File: src/gpiopg_pkg.sv
// Package: register map, field positions and reset values of the GPIO unit
package gpiopg_pkg;
   // Block bases
   localparam logic [31:0] PINT_BASE = 32'h4004c000;
   localparam logic [31:0] GRP0_BASE = 32'h4005c000;
   localparam logic [31:0] GRP1_BASE = 32'h40060000;
   localparam logic [31:0] PORT_BASE = 32'h50000000;
   localparam logic [31:0] BLK_MASK = 32'hfffff000;
   // Pin interrupt block offsets
   localparam logic [11:0] PINT_MODE = 12'h000;
   localparam logic [11:0] PINT_ENR = 12'h004;
   localparam logic [11:0] PINT_ENF = 12'h010;
   localparam logic [11:0] PINT_RISE = 12'h01c;
   localparam logic [11:0] PINT_FALL = 12'h020;
   localparam logic [11:0] PINT_STAT = 12'h024;
   localparam logic [11:0] PINT_SEL0 = 12'h040;
   // Group block offsets
   localparam logic [11:0] GRP_CTRL = 12'h000;
   localparam logic [11:0] GRP_POL0 = 12'h020;
   localparam logic [11:0] GRP_POL1 = 12'h024;
   localparam logic [11:0] GRP_ENA0 = 12'h040;
   localparam logic [11:0] GRP_ENA1 = 12'h044;
   // Port block offsets
   localparam logic [11:0] PORT_DIR0 = 12'h000;
   localparam logic [11:0] PORT_DIR1 = 12'h004;
   localparam logic [11:0] PORT_VAL0 = 12'h100;
   localparam logic [11:0] PORT_VAL1 = 12'h104;
   localparam logic [11:0] PORT_PIN0 = 12'h200;
   localparam logic [11:0] PORT_PIN_LAST = 12'h2fc;
   // Group control fields
   localparam int GRP_STAT_BIT = 0;
   localparam int GRP_COMB_BIT = 1;
   localparam int GRP_TRIG_BIT = 2;
   // Sizes and reset values
   localparam int NPINT = 8;
   localparam int NPIN = 64;
   localparam logic [31:0] RST_ZERO = 32'h00000000;
   localparam logic [31:0] RSV_READ = 32'h00000000;
   localparam logic [5:0] SEL_RST = 6'h00;
endpackage

File: src/gpiopg_grp.sv
// Module: one grouped-interrupt block over ports 0 and 1
`timescale 1ns/1ps
module gpiopg_grp
   import gpiopg_pkg::*;
(
   input wire logic mclk,
   input wire logic rst_n,
   input wire logic [NPIN-1:0] pins,
   input wire logic sel,
   input wire logic wr,
   input wire logic [11:0] addr,
   input wire logic [31:0] wdata,
   input wire logic sleeping,
   output logic [31:0] rdata,
   output logic irq_ff,
   output logic wake_ff
);
   logic [NPIN-1:0] pol_ff;
   logic [NPIN-1:0] ena_ff;
   logic comb_ff;
   logic trig_ff;
   logic stat_ff;
   logic hit_ff;
   logic [NPIN-1:0] act;
   logic hit;
   // ---------------------------------------------------------------
   // Configuration
   // ---------------------------------------------------------------
   always_ff @(posedge mclk)
   begin
      if (!rst_n)
      begin
         pol_ff <= '0;
         ena_ff <= '0;
         comb_ff <= 1'b0;
         trig_ff <= 1'b0;
      end
      else if (sel && wr)
      begin
         if (addr == GRP_CTRL)
         begin
            comb_ff <= wdata[GRP_COMB_BIT];
            trig_ff <= wdata[GRP_TRIG_BIT];
         end
         if (addr == GRP_POL0) pol_ff[31:0] <= wdata;
         if (addr == GRP_POL1) pol_ff[63:32] <= wdata;
         if (addr == GRP_ENA0) ena_ff[31:0] <= wdata;
         if (addr == GRP_ENA1) ena_ff[63:32] <= wdata;
      end
   end
   // ---------------------------------------------------------------
   // Pattern detection
   // ---------------------------------------------------------------
   // Disabled inputs are forced neutral so AND mode ignores them
   // Polarity bit set means the input is active high
   assign act = ~(pins ^ pol_ff);
   always_comb
   begin
      if (ena_ff == '0)
         hit = 1'b0;
      else if (comb_ff)
         hit = &(act | ~ena_ff);
      else
         hit = |(act & ena_ff);
   end
   always_ff @(posedge mclk)
   begin
      if (!rst_n)
         hit_ff <= 1'b0;
      else
         hit_ff <= hit;
   end
   // Status: set wins over a clear in the same cycle
   always_ff @(posedge mclk)
   begin
      if (!rst_n)
         stat_ff <= 1'b0;
      else if (trig_ff ? (hit && !hit_ff) : hit)
         stat_ff <= 1'b1;
      else if (sel && wr && addr == GRP_CTRL && wdata[GRP_STAT_BIT])
         stat_ff <= 1'b0;
   end
   // Wake is raised on the raw match, one cycle ahead of the request
   always_ff @(posedge mclk)
   begin
      if (!rst_n)
         wake_ff <= 1'b0;
      else
         wake_ff <= sleeping && hit;
   end
   always_ff @(posedge mclk)
   begin
      if (!rst_n)
         irq_ff <= 1'b0;
      else
         irq_ff <= stat_ff;
   end
   always_comb
   begin
      rdata = RSV_READ;
      unique case (addr)
         GRP_CTRL: rdata = {29'h0, trig_ff, comb_ff, stat_ff};
         GRP_POL0: rdata = pol_ff[31:0];
         GRP_POL1: rdata = pol_ff[63:32];
         GRP_ENA0: rdata = ena_ff[31:0];
         GRP_ENA1: rdata = ena_ff[63:32];
         default: rdata = RSV_READ;
      endcase
   end
endmodule // gpiopg_grp

File: src/gpiopg_top.sv
// Module: GPIO port, pin interrupts and two grouped interrupts
// Operation
// - Up to eight pins, each chosen from any GPIO pin, feed pin interrupts.
// - Each pin interrupt has its own request output line.
// - Edge mode fires on rising, falling, or both edges.
// - Level mode asserts while pin sits at its chosen level.
// - Any number of pins may be enabled into a group.
// - Each group input has its own high or low polarity.
// - Group combines enabled inputs by OR or AND.
// - Two independent group blocks, each with own configuration.
// - Group output is level or edge triggered.
// - A group match can wake the part from power saving.
// - In power saving, wake-up comes before the interrupt request.
// - Writing one to the group status bit clears its request.
// - Each pin is software-set as input or output.
// - After reset all pins are inputs, all interrupts disabled.
// - Per-pin registers read or set one pin alone.
// - Port reads give input levels and drive written outputs.
// - Registers map 32 pins per port, one bit per pin.
// - Undefined bits ignore writes and read as zero.
// - Pin interrupt block decodes at its own base.
// - The two group blocks sit at two separate bases.
// - Port block decodes at its own base.
// - Groups take any pin on ports 0 and 1.
`timescale 1ns/1ps
module gpiopg_top
   import gpiopg_pkg::*;
(
   input wire logic mclk,
   input wire logic rst_n,
   input wire logic [31:0] addr,
   input wire logic [31:0] wdata,
   input wire logic wr_en,
   input wire logic rd_en,
   output logic [31:0] rdata_ff,
   input wire logic [NPIN-1:0] pin_in,
   output logic [NPIN-1:0] pin_out_ff,
   output logic [NPIN-1:0] pin_oe_ff,
   input wire logic sleeping,
   output logic [NPINT-1:0] pin_irq_ff,
   output logic [1:0] group_irq_ff,
   output logic [1:0] group_wake_ff
);
   logic [NPIN-1:0] dir_ff;
   logic [NPIN-1:0] val_ff;
   logic [NPIN-1:0] sync1_ff;
   logic [NPIN-1:0] sync2_ff;
   logic [NPINT-1:0] mode_ff;
   logic [NPINT-1:0] enr_ff;
   logic [NPINT-1:0] enf_ff;
   logic [NPINT-1:0] rise_ff;
   logic [NPINT-1:0] fall_ff;
   logic [NPINT-1:0] src_ff;
   logic [NPINT-1:0] src_prev_ff;
   logic [5:0] sel_ff [NPINT];
   logic [NPINT-1:0] src;
   logic [NPINT-1:0] irq_nxt;
   logic sel_pint;
   logic sel_g0;
   logic sel_g1;
   logic sel_port;
   logic [11:0] off;
   logic [31:0] g0_rdata;
   logic [31:0] g1_rdata;
   logic [31:0] nxt_rdata;
   logic [NPIN-1:0] pin_view;
   logic wr_dir0;
   logic wr_dir1;
   logic wr_val0;
   logic wr_val1;
   logic wr_pin;
   logic wr_mode;
   logic wr_enr;
   logic wr_enf;
   logic wr_rise;
   logic wr_fall;
   logic wr_sel;
   logic [NPINT-1:0] rise_clr;
   logic [NPINT-1:0] fall_clr;

   // Address decode helper, reused for every block
   function automatic logic blk_hit(input logic [31:0] a, input logic [31:0] base);
      blk_hit = (a & BLK_MASK) == base;
   endfunction

   // Register write strobe for one offset of one block
   function automatic logic reg_wr(input logic en, input logic blk, input logic [11:0] o,
      input logic [11:0] target);
      reg_wr = en && blk && (o == target);
   endfunction

   // Per-pin window: one word per pin, bit 0 carries the level
   function automatic logic pin_win(input logic [11:0] o);
      pin_win = (o >= PORT_PIN0) && (o <= PORT_PIN_LAST);
   endfunction

   // Source select window: eight words, index taken from the word address
   function automatic logic sel_win(input logic [11:0] o);
      sel_win = o[11:5] == PINT_SEL0[11:5];
   endfunction

   // ---------------------------------------------------------------
   // Bus decode
   // ---------------------------------------------------------------
   assign off = addr[11:0];
   assign sel_pint = blk_hit(addr, PINT_BASE);
   assign sel_g0 = blk_hit(addr, GRP0_BASE);
   assign sel_g1 = blk_hit(addr, GRP1_BASE);
   assign sel_port = blk_hit(addr, PORT_BASE);

   // ---------------------------------------------------------------
   // Write strobes
   // ---------------------------------------------------------------
   assign wr_dir0 = reg_wr(wr_en, sel_port, off, PORT_DIR0);
   assign wr_dir1 = reg_wr(wr_en, sel_port, off, PORT_DIR1);
   assign wr_val0 = reg_wr(wr_en, sel_port, off, PORT_VAL0);
   assign wr_val1 = reg_wr(wr_en, sel_port, off, PORT_VAL1);
   assign wr_pin = wr_en && sel_port && pin_win(off);
   assign wr_mode = reg_wr(wr_en, sel_pint, off, PINT_MODE);
   assign wr_enr = reg_wr(wr_en, sel_pint, off, PINT_ENR);
   assign wr_enf = reg_wr(wr_en, sel_pint, off, PINT_ENF);
   assign wr_rise = reg_wr(wr_en, sel_pint, off, PINT_RISE);
   assign wr_fall = reg_wr(wr_en, sel_pint, off, PINT_FALL);
   assign wr_sel = wr_en && sel_pint && sel_win(off);
   // Write-one-to-clear masks for the edge flags
   assign rise_clr = wr_rise ? wdata[NPINT-1:0] : '0;
   assign fall_clr = wr_fall ? wdata[NPINT-1:0] : '0;

   // ---------------------------------------------------------------
   // Input synchroniser
   // ---------------------------------------------------------------
   always_ff @(posedge mclk)
   begin
      if (!rst_n)
      begin
         sync1_ff <= '0;
         sync2_ff <= '0;
      end
      else
      begin
         sync1_ff <= pin_in;
         sync2_ff <= sync1_ff;
      end
   end

   // Inputs read the sampled pad, outputs read back the driven level
   assign pin_view = (sync2_ff & ~dir_ff) | (val_ff & dir_ff);

   // ---------------------------------------------------------------
   // Port registers
   // ---------------------------------------------------------------
   always_ff @(posedge mclk)
   begin
      if (!rst_n)
         dir_ff <= '0;
      else if (wr_dir0)
         dir_ff[31:0] <= wdata;
      else if (wr_dir1)
         dir_ff[63:32] <= wdata;
   end

   always_ff @(posedge mclk)
   begin
      if (!rst_n)
         val_ff <= '0;
      else if (wr_val0)
         val_ff[31:0] <= wdata;
      else if (wr_val1)
         val_ff[63:32] <= wdata;
      else if (wr_pin)
         val_ff[off[7:2]] <= wdata[0];
   end

   always_ff @(posedge mclk)
   begin
      if (!rst_n)
      begin
         pin_out_ff <= '0;
         pin_oe_ff <= '0;
      end
      else
      begin
         pin_out_ff <= val_ff;
         pin_oe_ff <= dir_ff;
      end
   end

   // ---------------------------------------------------------------
   // Pin interrupt configuration
   // ---------------------------------------------------------------
   always_ff @(posedge mclk)
   begin
      if (!rst_n)
      begin
         mode_ff <= '0;
         enr_ff <= '0;
         enf_ff <= '0;
      end
      else
      begin
         if (wr_mode) mode_ff <= wdata[NPINT-1:0];
         if (wr_enr) enr_ff <= wdata[NPINT-1:0];
         if (wr_enf) enf_ff <= wdata[NPINT-1:0];
      end
   end

   always_ff @(posedge mclk)
   begin
      if (!rst_n)
      begin
         for (int i = 0; i < NPINT; i++)
            sel_ff[i] <= SEL_RST;
      end
      else if (wr_sel)
         sel_ff[off[4:2]] <= wdata[5:0];
   end

   always_comb
   begin
      for (int i = 0; i < NPINT; i++)
         src[i] = sync2_ff[sel_ff[i]];
   end

   always_ff @(posedge mclk)
   begin
      if (!rst_n)
      begin
         src_ff <= '0;
         src_prev_ff <= '0;
      end
      else
      begin
         src_ff <= src;
         src_prev_ff <= src_ff;
      end
   end

   // ---------------------------------------------------------------
   // Edge flags: a new edge wins over a clear in the same cycle
   // ---------------------------------------------------------------
   always_ff @(posedge mclk)
   begin
      if (!rst_n)
         rise_ff <= '0;
      else
         rise_ff <= (src_ff & ~src_prev_ff) | (rise_ff & ~rise_clr);
   end

   always_ff @(posedge mclk)
   begin
      if (!rst_n)
         fall_ff <= '0;
      else
         fall_ff <= (~src_ff & src_prev_ff) | (fall_ff & ~fall_clr);
   end

   // Mode 1 is level: enf then picks the active level, high when set
   always_comb
   begin
      for (int i = 0; i < NPINT; i++)
      begin
         if (mode_ff[i])
            irq_nxt[i] = enr_ff[i] && (src_ff[i] == enf_ff[i]);
         else
            irq_nxt[i] = (enr_ff[i] && rise_ff[i]) || (enf_ff[i] && fall_ff[i]);
      end
   end

   always_ff @(posedge mclk)
   begin
      if (!rst_n)
         pin_irq_ff <= '0;
      else
         pin_irq_ff <= irq_nxt;
   end

   // ---------------------------------------------------------------
   // Group blocks
   // ---------------------------------------------------------------
   gpiopg_grp u_grp0 (
      .mclk(mclk),
      .rst_n(rst_n),
      .pins(sync2_ff),
      .sel(sel_g0),
      .wr(wr_en),
      .addr(off),
      .wdata(wdata),
      .sleeping(sleeping),
      .rdata(g0_rdata),
      .irq_ff(group_irq_ff[0]),
      .wake_ff(group_wake_ff[0])
   );

   gpiopg_grp u_grp1 (
      .mclk(mclk),
      .rst_n(rst_n),
      .pins(sync2_ff),
      .sel(sel_g1),
      .wr(wr_en),
      .addr(off),
      .wdata(wdata),
      .sleeping(sleeping),
      .rdata(g1_rdata),
      .irq_ff(group_irq_ff[1]),
      .wake_ff(group_wake_ff[1])
   );

   // ---------------------------------------------------------------
   // Read mux
   // ---------------------------------------------------------------
   always_comb
   begin
      nxt_rdata = RSV_READ;
      if (sel_g0)
         nxt_rdata = g0_rdata;
      else if (sel_g1)
         nxt_rdata = g1_rdata;
      else if (sel_pint)
      begin
         if (off == PINT_MODE) nxt_rdata = {24'h0, mode_ff};
         else if (off == PINT_ENR) nxt_rdata = {24'h0, enr_ff};
         else if (off == PINT_ENF) nxt_rdata = {24'h0, enf_ff};
         else if (off == PINT_RISE) nxt_rdata = {24'h0, rise_ff};
         else if (off == PINT_FALL) nxt_rdata = {24'h0, fall_ff};
         else if (off == PINT_STAT) nxt_rdata = {24'h0, pin_irq_ff};
         else if (sel_win(off)) nxt_rdata = {26'h0, sel_ff[off[4:2]]};
      end
      else if (sel_port)
      begin
         if (off == PORT_DIR0) nxt_rdata = dir_ff[31:0];
         else if (off == PORT_DIR1) nxt_rdata = dir_ff[63:32];
         else if (off == PORT_VAL0) nxt_rdata = pin_view[31:0];
         else if (off == PORT_VAL1) nxt_rdata = pin_view[63:32];
         else if (pin_win(off))
            nxt_rdata = {31'h0, pin_view[off[7:2]]};
      end
   end

   always_ff @(posedge mclk)
   begin
      if (!rst_n)
         rdata_ff <= RST_ZERO;
      else if (rd_en)
         rdata_ff <= nxt_rdata;
      else
         rdata_ff <= RST_ZERO;
   end
endmodule // gpiopg_top

File: config.mk
export PLATFORM = sky130hd
export DESIGN_NAME = gpiopg_top
export DESIGN_NICKNAME = d
export VERILOG_FILES = /design/src/gpiopg_pkg.sv /design/src/gpiopg_grp.sv /design/src/gpiopg_top.sv
export SDC_FILE = /design/constraint.sdc
export NUM_CORES = 2
export LEC_CHECK = 0
export ABC_AREA = 1
export BUFFER_PORTS_ARGS = -buffer_cell sky130_fd_sc_hd__buf_2
export CORE_MARGIN = 5
export CORE_UTILIZATION = 47
export DETAILED_ROUTE_END_ITERATION = 6
export SLEW_MARGIN = 25
export SYNTH_ARGS = -nofsm -noshare
export SYNTH_HDL_FRONTEND = slang
export SYNTH_SLANG_ARGS = --single-unit
File: constraint.sdc
create_clock -name mclk -period 3.45 [get_ports mclk]
set_clock_uncertainty 0.05 [all_clocks]
set_input_delay 0.69 -clock mclk [delete_from_list [all_inputs] [get_ports mclk]]
set_output_delay 0.69 -clock mclk [all_outputs]
set_load 0.01 [all_outputs]
==> results.py <==
metrics = {
    "clock_network": {
        "cts.clk_slew.worst_paths_ns": 0.06,
        "cts_inserted_buffers": 87,
        "clock_sink_count": 796,
        "insertion_delay_ns": 0.68,
        "cts_hold_repair.buffers": 0,
        "cts_setup_buffers": 0,
        "level_count_of_the_clock_h_tree": 3,
        "clock_path_buffers": 3,
        "cts.repair.resized": 0,
        "cts_tree": "yes",
        "cts_root_buf": "sky130_fd_sc_hd__clkbuf_16",
    },
    "floorplan": {
        "io_pins": 305,
        "floorplan.rows": 106,
        "die_x_um": 301,
        "die_area_um2": 90500,
        "die-height_um": 301,
        "coreArea_um2": 83800,
        "initial_utilization": 0.474,
    },
    "setup_path": {
        "worstPathArrival_ns": 3.43,
        "startpoint": "sel_ff[4][0]",
        "cp_max_fo": 41,
        "r2r-start": "sel_ff[4][0]",
        "path_class": "flip-flop to flip-flop",
        "worst_setup_path_end_kind": "flip-flop",
        "crit_slowest_cell": "sky130_fd_sc_hd__clkinv_1",
        "cp_cell_sequence": "clkinv_1 > o211ai_1 > a21oi_1 > o311ai_0 > nand3_1 > a21oi_1",
        "sort_of_element_at_the_start_of_the_critical_path": "flip-flop",
        "critPathMostFrequentCell": "sky130_fd_sc_hd__a21oi_1",
        "cp.required_ns": 3.93,
        "timing.critical_path.slowest_cell_delay_ns": 0.76,
    },
    "timing": {
        "hold_viol_final": 0,
        "setup_violations": 0,
        "tightest_pin_transition_ns": 1.07,
        "finalMaxSlewViolations": 0,
        "finalCriticalPeriod_ns": 2.95,
        "layout_worst_path_cycle_share": 0.854,
        "hold_slack_ns": 0.148,
        "rsz0062_at_grt": "no",
        "slew_headroom": 0.286,
        "clock.fmax_mhz": 339,
        "setup-tns-final_ns": 0,
    },
    "place": {
        "portBuffers": 304,
        "place_hpwl_mm": 136,
        "place_area_um2": 43000,
        "rd_place_congestion": 1.03,
    },
    "pwr": {
        "max-vdd-ir-drop_uv": 371,
        "leakagePower_uw": 0.0201,
        "totalPowerFinal_uw": 21400,
        "cellPowerDensity_nw_per_um2": 464,
    },
    "yosys": {
        "synth_fp_nets": 5664,
        "synth_seq_area_share": 0.413,
        "syn_area_per_cell_um2": 7.19,
        "synth-warning-count": 0,
        "synth_enable_flop_cells": 48,
        "mappedNetlistArea_um2": 39800,
        "gate_count_after_technology_mapping": 5531,
        "synth_largest_area_cell": "sky130_fd_sc_hd__dfxtp_1",
        "synth_seq_cells": 796,
        "synth-async-reset-ratio": 0,
        "synthDominantCellAreaShare": 0.377,
        "most_used_flip_flop_cell_after_synthesis": "sky130_fd_sc_hd__dfxtp_1",
        "synth.top_cells.by_area": "sky130_fd_sc_hd__dfxtp_1 (38%), sky130_fd_sc_hd__nand2_1 (8.2%), sky130_fd_sc_hd__o21ai_0 (7.1%)",
        "synth.distinct_cells": 54,
    },
    "run_status": {
        "failed_checks": "design-rule violations",
        "outcome": "complete, but fails checks",
    },
    "final_layout": {
        "layout.filler_cells": 8237,
        "syn_to_final_growth_pct": 16.0,
        "post_route_cells_drive_above_1_share": 0.131,
        "sequential_cell_area_um2": 16400,
        "finalInstanceArea_um2": 46100,
        "multi_input_comb_area_um2": 19000,
        "design.final.nets": 5871,
    },
    "job": {
        "maxCapViolations": 0,
    },
    "routing": {
        "avgRoutedWirePerCell_um": 26.5,
        "routed-via-count": 41900,
        "antenna_left": 0,
        "dr.first_iter.drc_count": 6287,
        "remaining_drc_errors": 4,
        "route.detailed.vias_per_inst": 6.03,
        "routed_wirelength_mm": 184,
        "drt_pass1_iterations": 7,
    },
    "global_routing": {
        "number_of_global_route_vias_before_repair": 37800,
        "grt_max_degree": 212,
        "grt_remaining_overflow": 0,
        "grt_use_total": 0.390,
        "antenna_found_initial": 6,
        "grt_pass1_wl_mm": 263,
    },
    "worst_hold_path": {
        "timing.hold.worst.start": "pin_in[60]",
        "hold_path.class": "primary input to flip-flop",
    },
}
## layer usage
layer / track usage / share of wire / vias up
li1: - / - / 19100
met5: 0 / 0.000038 / -
met4: 0.186 / 0.060 / 2
met2: 0.567 / 0.41 / 2813
met3: 0.115 / 0.13 / 552
met1: 0.530 / 0.40 / 19500
## critical path: cells and delay by family, from the launching register on
| kind | cells | cell delay [ns] |
|---|---|---|
| DFF | 1 | 0.35 |
| and+or+nand+nor | 1 | 0.13 |
| AOI/OAI and AO/OA | 4 | 1.53 |
| buffers and inverters | 1 | 0.76 |
## path summary, 6_finish.rpt
check	to	slack, ns	cells past startpoint
max	src_ff[4]	0.50	6
min	sync1_ff[60]	0.15	3
max reg2reg	src_ff[4]	0.50	6
min reg2reg	sync2_ff[33]	0.36	2
## cell usage after synthesis (17+ instances only)
master / number
sky130_fd_sc_hd__a211oi_1: 294
sky130_fd_sc_hd__clkbuf_1: 296
sky130_fd_sc_hd__nor2_1: 625
sky130_fd_sc_hd__o2111ai_1: 17
sky130_fd_sc_hd__o22ai_1: 117
sky130_fd_sc_hd__a21oi_1: 312
sky130_fd_sc_hd__nand3_1: 163
sky130_fd_sc_hd__o221ai_1: 37
sky130_fd_sc_hd__inv_2: 42
sky130_fd_sc_hd__edfxtp_1: 48
sky130_fd_sc_hd__a22oi_1: 17
sky130_fd_sc_hd__a22o_1: 60
sky130_fd_sc_hd__buf_2: 68
sky130_fd_sc_hd__o211ai_1: 103
sky130_fd_sc_hd__xor2_1: 75
sky130_fd_sc_hd__inv_1: 637
sky130_fd_sc_hd__o21ai_0: 566
sky130_fd_sc_hd__o21ai_1: 87
sky130_fd_sc_hd__clkinv_1: 34
sky130_fd_sc_hd__nand4_1: 50
sky130_fd_sc_hd__nand2_1: 867
sky130_fd_sc_hd__nor4_1: 36
sky130_fd_sc_hd__dfxtp_1: 748
sky130_fd_sc_hd__xnor2_1: 59
## registers in the layout, summed over array words and instances (netlist names), 32 cells and up
signal,count
rdata_ff,32
sel_ff,48
val_ff,64
dir_ff,64
sync1_ff,64
u_grp0.pol_ff,64
sync2_ff,64
u_grp0.ena_ff,64
u_grp1.ena_ff,64
pin_out_ff,64
pin_oe_ff,64
u_grp1.pol_ff,64
## power by group
group,internal [uW],switching [uW]
sequential,9410,203
combinational,439,1170
clock,6090,4080
total,15900,5450
## layout by cell type, fill, tap and decap left out, types with 117 or more instances in the layout
cell	netlist	final
sky130_fd_sc_hd__dfxtp_1	748	748
sky130_fd_sc_hd__buf_2	68	303
sky130_fd_sc_hd__nand3_1	163	163
sky130_fd_sc_hd__a21oi_1	312	312
sky130_fd_sc_hd__nand2_1	867	865
sky130_fd_sc_hd__a211oi_1	294	294
sky130_fd_sc_hd__o22ai_1	117	117
sky130_fd_sc_hd__buf_4	13	175
sky130_fd_sc_hd__inv_1	637	635
sky130_fd_sc_hd__nor2_1	625	624
sky130_fd_sc_hd__o21ai_0	566	566
## kinds of logic (layout without fill, tap and decap cells)
| family | Yosys count | count (layout) | synth area share |
|---|---|---|---|
| other | 0 | 2 | 0 |
| AO/OA/AOI/OAI | 1670 | 1670 | 0.256 |
| XOR/XNOR | 134 | 134 | 0.0295 |
| buffers and inverters | 1105 | 1382 | 0.109 |
| AND/OR/NAND/NOR | 1826 | 1826 | 0.193 |
| flip-flops | 796 | 796 | 0.413 |
## through the flow
step | utilization | instances | setup WS, ns
after floorplan | - | 5531 | 0.761
after CTS | 0.550 | 6942 | 0.680
final | 0.550 | 6944 | 0.503
after detailed placement | 0.513 | 6783 | 0.216
after global placement | 0.513 | 6783 | 0.293
after global routing | 0.550 | 6942 | 0.262
## cell type report
| cell class | count | area share |
|---|---|---|
| Multi-Input combinational cell | 3630 | 0.413 |
| Sequential cell | 796 | 0.356 |
| Timing Repair Buffer | 509 | 0.0747 |
| Inverter | 714 | 0.0583 |
| Clock buffer | 124 | 0.0555 |
| Tap cell | 1134 | 0.0308 |
| Clock inverter | 35 | 0.0118 |
| Antenna cell | 2 | 0.000109 |
Power figures use the tool's default switching activity.
